## config.mk

```make
export PLATFORM = sky130hd
export DESIGN_NAME = ssc_ctrl
export DESIGN_NICKNAME = d
export VERILOG_FILES = /design/src/design/ssc_pkg.sv /design/src/design/ssc_serial_sampler.sv /design/src/design/ssc_ctrl.sv
export SDC_FILE = /design/constraint.sdc
export NUM_CORES = 1
export LEC_CHECK = 0
export BUFFER_PORTS_ARGS = -buffer_cell sky130_fd_sc_hd__buf_2
export CAP_MARGIN = 40
export CORE_ASPECT_RATIO = 1.4
export CORE_MARGIN = 3
export CORE_UTILIZATION = 55
export DETAILED_ROUTE_END_ITERATION = 10
export GPL_ROUTABILITY_DRIVEN = 1
export PLACE_DENSITY = 0.75
export SETUP_SLACK_MARGIN = 0.1
export SLEW_MARGIN = 20
export SYNTH_ARGS = -nofsm -noshare
export SYNTH_HDL_FRONTEND = slang
export SYNTH_SLANG_ARGS = --single-unit
```

## constraint.sdc

```tcl
create_clock -name clk -period 6.9 [get_ports clk]
set_clock_uncertainty 0.15 [all_clocks]
set_input_delay 1.035 -clock clk [delete_from_list [all_inputs] [get_ports clk]]
set_output_delay 1.035 -clock clk [all_outputs]
set_load 0.02 [all_outputs]
```

## src/design/ssc_pkg.sv

```systemverilog
package ssc_pkg;
   // Register select: RS=1 with address register value 14.
   localparam logic [3:0] SSC_STATUS_STROBE_AND_CAPTURE_CONTROL_ADDR = 4'hE;
   localparam logic [3:0] SSC_STATUS_ADDR = 4'h0;
   // Field positions inside the control register.
   localparam int SSC_TRG_BIT = 0;
   localparam int SSC_MODE_BIT = 1;
   localparam int SSC_FIN_BIT = 3;
   localparam int SSC_POL_BIT = 4;
   // Values after reset.
   localparam logic SSC_MODE_RST = 1'b0;
   localparam logic SSC_TRG_RST = 1'b1;
   localparam logic SSC_FIN_RST = 1'b0;
   localparam logic SSC_POL_RST = 1'b0;
   // Status FIFO depth.
   localparam int SSC_FIFO_DEPTH = 12;
   localparam logic [3:0] SSC_FIFO_LAST = 4'hB;
   typedef enum logic [1:0] {
      SSC_BUF_IDLE = 2'b00,
      SSC_BUF_RUN = 2'b01,
      SSC_BUF_FINISH = 2'b11
   } ssc_buf_state_t;
endpackage : ssc_pkg

```

## src/design/ssc_serial_sampler.sv

```systemverilog
`timescale 1ns/1ns
module ssc_serial_sampler (
   // Clock and reset
   input wire logic clk,
   input wire logic nrst,
   // Serial link pins
   input wire logic serial_bit_clock,
   input wire logic serial_disc_data,
   // Control
   input wire logic bit_clock_polarity,
   // Sampled data
   output logic sample_valid,
   output logic sample_bit
);
   import ssc_pkg::*;
   logic [1:0] bck_sync_reg;
   logic [1:0] dat_sync_reg;
   logic bck_prev_reg;
   logic bck_eff;
   logic bck_prev_eff;
   logic sample_edge;
   // Both pins pass two flip-flops; only the second stage is read.
   always_ff @(posedge clk or negedge nrst) begin
      if (!nrst) begin
         bck_sync_reg <= 2'h0;
         dat_sync_reg <= 2'h0;
         bck_prev_reg <= 1'b0;
      end else begin
         bck_sync_reg <= {bck_sync_reg[0], serial_bit_clock};
         dat_sync_reg <= {dat_sync_reg[0], serial_disc_data};
         bck_prev_reg <= bck_sync_reg[1];
      end
   end
   // Inverting the clock turns the falling-edge sample into a rising-edge one.
   assign bck_eff = bck_sync_reg[1] ^ bit_clock_polarity;
   assign bck_prev_eff = bck_prev_reg ^ bit_clock_polarity;
   // Sample on the falling edge of the (possibly inverted) clock.
   assign sample_edge = bck_prev_eff & ~bck_eff;
   always_ff @(posedge clk or negedge nrst) begin
      if (!nrst) begin
         sample_valid <= 1'b0;
         sample_bit <= 1'b0;
      end else begin
         sample_valid <= sample_edge;
         if (sample_edge) begin
            sample_bit <= dat_sync_reg[1];
         end
      end
   end
endmodule : ssc_serial_sampler

```

## src/design/ssc_ctrl.sv

```systemverilog
`timescale 1ns/1ns
module ssc_ctrl (
   // Clock and reset
   input wire logic clk,
   input wire logic nrst,
   // Microprocessor register port
   input wire logic [3:0] reg_addr,
   input wire logic reg_wr,
   input wire logic [7:0] reg_wdata,
   // Host status read port
   input wire logic host_status_rd,
   output logic [7:0] host_status_data,
   output logic status_available_n,
   // Buffering control
   input wire logic buffer_write_request,
   input wire logic sector_sync,
   output logic buffering_active,
   // Serial disc input
   input wire logic serial_bit_clock,
   input wire logic serial_disc_data,
   output logic serial_sample_valid,
   output logic serial_sample_bit
);
   import ssc_pkg::*;
   logic status_strobe_mode_reg;
   logic status_strobe_trigger_reg;
   logic finish_sector_on_stop_reg;
   logic bit_clock_polarity_reg;
   logic [7:0] fifo_mem [SSC_FIFO_DEPTH];
   logic [3:0] wr_ptr_reg;
   logic [3:0] rd_ptr_reg;
   logic [3:0] count_reg;
   logic stat_n_reg;
   logic ctrl_wr;
   logic stat_wr;
   logic trig_fire;
   logic last_read;
   logic host_rd_ok;
   ssc_buf_state_t buf_reg;
   ssc_buf_state_t buf_next;

   assign ctrl_wr = reg_wr && (reg_addr == SSC_STATUS_STROBE_AND_CAPTURE_CONTROL_ADDR);
   assign stat_wr = reg_wr && (reg_addr == SSC_STATUS_ADDR) && (count_reg != SSC_FIFO_LAST + 4'h1);
   assign host_rd_ok = host_status_rd && !stat_n_reg && (count_reg != 4'h0);
   assign last_read = host_rd_ok && (count_reg == 4'h1);
   // Trigger counts only in mode 1, using the mode already held.
   assign trig_fire = ctrl_wr && status_strobe_mode_reg && !reg_wdata[SSC_TRG_BIT];

   // Control register fields.
   always_ff @(posedge clk or negedge nrst) begin
      if (!nrst) begin
         status_strobe_mode_reg <= SSC_MODE_RST;
         finish_sector_on_stop_reg <= SSC_FIN_RST;
         bit_clock_polarity_reg <= SSC_POL_RST;
      end else if (ctrl_wr) begin
         status_strobe_mode_reg <= reg_wdata[SSC_MODE_BIT];
         finish_sector_on_stop_reg <= reg_wdata[SSC_FIN_BIT];
         bit_clock_polarity_reg <= reg_wdata[SSC_POL_BIT];
      end
   end

   // Trigger bit: 0 marks a pending strobe; the last host read restores idle.
   always_ff @(posedge clk or negedge nrst) begin
      if (!nrst) begin
         status_strobe_trigger_reg <= SSC_TRG_RST;
      end else if (trig_fire) begin
         status_strobe_trigger_reg <= 1'b0;
      end else if (last_read) begin
         status_strobe_trigger_reg <= SSC_TRG_RST;
      end
   end

   // Status FIFO storage and pointers.
   always_ff @(posedge clk) begin
      if (stat_wr) begin
         fifo_mem[wr_ptr_reg] <= reg_wdata;
      end
   end

   always_ff @(posedge clk or negedge nrst) begin
      if (!nrst) begin
         wr_ptr_reg <= 4'h0;
         rd_ptr_reg <= 4'h0;
         count_reg <= 4'h0;
         host_status_data <= 8'h00;
      end else begin
         if (stat_wr) begin
            wr_ptr_reg <= (wr_ptr_reg == SSC_FIFO_LAST) ? 4'h0 : wr_ptr_reg + 4'h1;
         end
         if (host_rd_ok) begin
            host_status_data <= fifo_mem[rd_ptr_reg];
            rd_ptr_reg <= (rd_ptr_reg == SSC_FIFO_LAST) ? 4'h0 : rd_ptr_reg + 4'h1;
         end
         case ({stat_wr, host_rd_ok})
            2'b10: count_reg <= count_reg + 4'h1;
            2'b01: count_reg <= count_reg - 4'h1;
            default: count_reg <= count_reg;
         endcase
      end
   end

   // Strobe output. A byte write in mode 0 in the same cycle as the last read keeps it low.
   always_ff @(posedge clk or negedge nrst) begin
      if (!nrst) begin
         stat_n_reg <= 1'b1;
      end else if (stat_wr && !status_strobe_mode_reg) begin
         stat_n_reg <= 1'b0;
      end else if (trig_fire && (count_reg != 4'h0 || stat_wr)) begin
         stat_n_reg <= 1'b0;
      end else if (last_read) begin
         stat_n_reg <= 1'b1;
      end
   end
   assign status_available_n = stat_n_reg;

   // Buffering: with the finish bit the sector in progress completes at next sync.
   always_comb begin
      buf_next = buf_reg;
      case (buf_reg)
         SSC_BUF_IDLE: if (buffer_write_request) buf_next = SSC_BUF_RUN;
         SSC_BUF_RUN: begin
            if (!buffer_write_request) begin
               buf_next = finish_sector_on_stop_reg ? SSC_BUF_FINISH : SSC_BUF_IDLE;
            end
         end
         SSC_BUF_FINISH: begin
            if (sector_sync) buf_next = SSC_BUF_IDLE;
            else if (buffer_write_request) buf_next = SSC_BUF_RUN;
         end
         default: buf_next = SSC_BUF_IDLE;
      endcase
   end

   always_ff @(posedge clk or negedge nrst) begin
      if (!nrst) begin
         buf_reg <= SSC_BUF_IDLE;
      end else begin
         buf_reg <= buf_next;
      end
   end
   assign buffering_active = (buf_reg != SSC_BUF_IDLE);

   ssc_serial_sampler u_sampler (
      .clk(clk),
      .nrst(nrst),
      .serial_bit_clock(serial_bit_clock),
      .serial_disc_data(serial_disc_data),
      .bit_clock_polarity(bit_clock_polarity_reg),
      .sample_valid(serial_sample_valid),
      .sample_bit(serial_sample_bit)
   );
endmodule : ssc_ctrl

```

==> impl_metrics.csv <==
group,metric,value,unit
worst_setup_path,worst_ep_arrival_time,3.41,ns
worst_setup_path,crit-reg2reg-launch,"count_reg[0]",
min_path,timing.hold.worst_path_depth,0,
clock_network,ctsResizeCount,0,
logic_synthesis,synth.yosys.warnings,0,
layout,layout.filler_cells,607,
global_routing,number_of_antenna_violations_at_the_first_check_in_global_routing,0,
floorplanning,fp.dieH,121.4,um
logic_synthesis,ff_latch_count_synth,129,
worst_setup_path,reg2reg_setup_slack,3.67,ns
layout,final_area,6006,um2
layout,antenna_cells,0,
flow_run,max_cap_viol_count,0,
min_path,holdPathEnd,"u_sampler.dat_sync_reg[1]",
sta,final-max-slew-violation-count,0,
worst_setup_path,crit_type,"reg2reg",
global_routing,grt.overflow.total,0,
logic_synthesis,synthesis.nets,321,
sta,clock.fmax,309.2,MHz
worst_setup_path,worstPathMaxFanout,21,
min_path,hold_path_class,"reg2reg",
placement,gp_routability_congestion,0.7425,
power,cellInternalPower,0.001698,W
worst_setup_path,timing.rr.end,"count_reg[3]",
logic_synthesis,post_synth_instance_area,5233,um2
sta,timing.setup.tns,0,ns
clock_network,path_clk_slew,0.05,ns
power,pwr-share-clk,33.5,%
clock_network,number_of_buffers_on_the_longest_clock_path,2,
sta,tightest_slew,0.7354,ns
sta,timing.final.hold_violations,0,
drt,initialDrtViolationCount,246,
drt,vias,2652,
drt,drt_drc_violations_left,0,
floorplanning,initial_utilization,57.30,%
worst_setup_path,worst_setup_path_start_kind,"register",
clock_network,clock_latency,0.40,ns
global_routing,grt_pass1_vias,2871,
clock_network,cts.hold.buffers_added,0,
sta,post-route-period-util,46.88,%
worst_setup_path,worstPathRequired,7.08,ns
layout,num-nets-final,363,
worst_setup_path,timing.reg2reg.worst_path_depth,9,
clock_network,clockRootBuffer,"clkbuf_16",
global_routing,grt_max_degree,34,
sta,slew_headroom,50.97,%
clock_network,tritoncts.num_buffers,17,
floorplanning,die_area,10740,um2
layout,reg_top3,"fifo_mem: 96 flops, host_status_data: 8 flops",
min_path,hp-start,"u_sampler.dat_sync_reg[0]",
drt,detail_route.vias_per_cell,5.841,
drt,wirelength,9.425,mm
layout,top_reg_by_flops,"fifo_mem",
logic_synthesis,synth.distinct_cells,39,
worst_setup_path,critical_path.endpoint_type,"register",
power,pwr_density_cell,395.9,nW/um2
layout,layout-drive-gt1-share,27.38,%
placement,dp.final_hpwl,6.002,mm
logic_synthesis,ys_async_sr_fraction,25.58,%
run_status,status,"finished clean",
drt,final_antenna_net_count,0,
clock_network,tritoncts,"done",
clock_network,cts.sinks,129,
logic_synthesis,synth_edf_count,96,
layout,largest_register_ff_count,96,
floorplanning,floorplan.rows,41,
sta,rsz0062_at_grt,"false",
floorplanning,die_x,88.44,um
placement,buffer_ports.inserted,31,
logic_synthesis,post_synth.cell_area_avg,17.92,um2
logic_synthesis,synth_sequential_area_ratio,70.90,%
drt,wl_per_cell,20.76,um
sta,period_needed,3.235,ns
clock_network,post-cts-setup-buffers,0,
global_routing,grt_first_pass_wirelength,14.91,mm
power,p_sw,0.0006795,W
drt,detailedRoute.firstPassIterationCount,4,
logic_synthesis,yosys_most_used_dff,"edfxtp_1",
sta,final-setup-viol-count,0,
floorplanning,core,9131,um2
power,power_switching_share,28.58,%
clock_network,cts-htree-levels,4,
power,p_comb_share,25.0,%
placement,place_area,5465,um2
logic_synthesis,synthCells,292,
global_routing,global_route.usage.total,19.77,%
layout,area_delta_synth_final,14.78,%
power,leakagePower,2.287,nW
power,ir_drop,0.0002238,V
power,sequentialPowerShare,41.6,%
floorplanning,ios,32,
[metal layers]
metal	share of wire, %	GRT usage, %	up-vias
li1	-	-	1224
met1	40	23.74	1360
met2	56	33.52	58
met3	3.5	6.250	10
met4	1.2	6.522	0
met5	0	0	-
[final cells by class]
| type | count | area [um2] | area share [%] |
|---|---|---|---|
| flip-flops and latches | 129 | 3710 | 61.77 |
| clock inverters | 6 | 30.03 | 0.5000 |
| well taps | 107 | 133.9 | 2.229 |
| repair buffers | 34 | 175.2 | 2.917 |
| clock buffers | 26 | 510.5 | 8.500 |
| multi-input cells | 144 | 1416 | 23.58 |
| inverters | 8 | 30.03 | 0.5000 |
[synth_stat cells, types with 8 or more instances]
| master | n | area (um2) |
|---|---|---|
| edfxtp_1 | 96 | 2883 |
| dfrtp_1 | 32 | 800.8 |
| nand2_1 | 21 | 78.83 |
| mux4_2 | 15 | 337.8 |
| mux2_2 | 14 | 157.7 |
| and3_1 | 13 | 81.33 |
| ha_1 | 9 | 112.6 |
| mux2i_1 | 9 | 90.09 |
| mux4_1 | 9 | 236.5 |
| o21ai_0 | 8 | 40.04 |
| o21ai_1 | 8 | 40.04 |
[layout by cell type (no fill, tap or decap), types with 2 or more instances in the layout]
cell type / netlist / routed
a21o_1: 2 / 2
a21oi_1: 7 / 7
and3_1: 13 / 13
buf_2: 6 / 32
buf_4: 1 / 2
clkbuf_1: 2 / 5
clkbuf_16: 0 / 18
clkbuf_8: 0 / 3
clkinv_2: 0 / 6
dfrtp_1: 32 / 32
edfxtp_1: 96 / 96
ha_1: 9 / 9
inv_1: 7 / 7
mux2_2: 14 / 14
mux2i_1: 9 / 9
mux4_1: 9 / 9
mux4_2: 15 / 15
nand2_1: 21 / 21
nor2_1: 7 / 7
nor2b_1: 3 / 3
nor3_1: 2 / 2
o21ai_0: 8 / 8
o21ai_1: 8 / 8
xnor2_1: 2 / 2
xor2_1: 2 / 2
[critical path, stage by stage, from the launching register on]
cell	delay [ns]
dfrtp_1	0.45
inv_1	0.07
ha_1	0.24
or3b_2	0.22
nand3b_1	0.49
inv_1	0.31
ha_1	0.28
or4b_2	0.60
a21oi_1	0.20
xor2_1	0.15
[power by group through the flow]
stage	combinational, W	sequential [W]	clock, W
3_3_place_gp	0.000588	0.000996	0
6_report	0.000593	0.000988	0.000796
2_1_floorplan	0.000444	0.00101	0
3_5_place_dp	0.000603	0.00100	0
4_1_cts	0.000610	0.000988	0.000809
5_1_grt	0.000653	0.000999	0.000841
[through the flow]
step	std cells	worst slack (ns)	util (%)	hold WS [ns]	total power (W)
5_1_grt	454	3.452	65.77	0.2114	0.002493
6_report	454	3.665	65.77	0.2059	0.002378
3_5_place_dp	422	3.545	59.85	0.1983	0.001605
4_1_cts	454	3.665	65.77	0.2107	0.002407
2_1_floorplan	292	3.870	-	0.1812	0.001453
3_3_place_gp	421	3.587	59.80	0.1914	0.001583
[worst max path at each step]
stage | from | end | cells past startpoint
5_1_grt | count_reg[0] | count_reg[3] | 9
3_3_place_gp | reg_addr[1] | fifo_mem[3][5] | 5
4_1_cts | count_reg[0] | count_reg[3] | 9
2_1_floorplan | reg_wr | count_reg[3] | 9
3_5_place_dp | host_status_rd | count_reg[3] | 7
6_report | count_reg[0] | count_reg[3] | 9
[kinds of logic (layout without fill, tap and decap cells)]
group                    after synthesis  in the layout  synth area share, %
AO/OA/AOI/OAI                         29             29                3.133
buffers and inverters                 19             74                2.033
adder cells (fa/ha/maj)                9              9                2.152
XOR/XNOR                               4              4               0.6697
multiplexers                          47             47                15.71
AND/OR/NAND/NOR                       55             55                5.405
flip-flops                           129            129                70.90
Note: power is estimated with default switching activity, not from simulation.
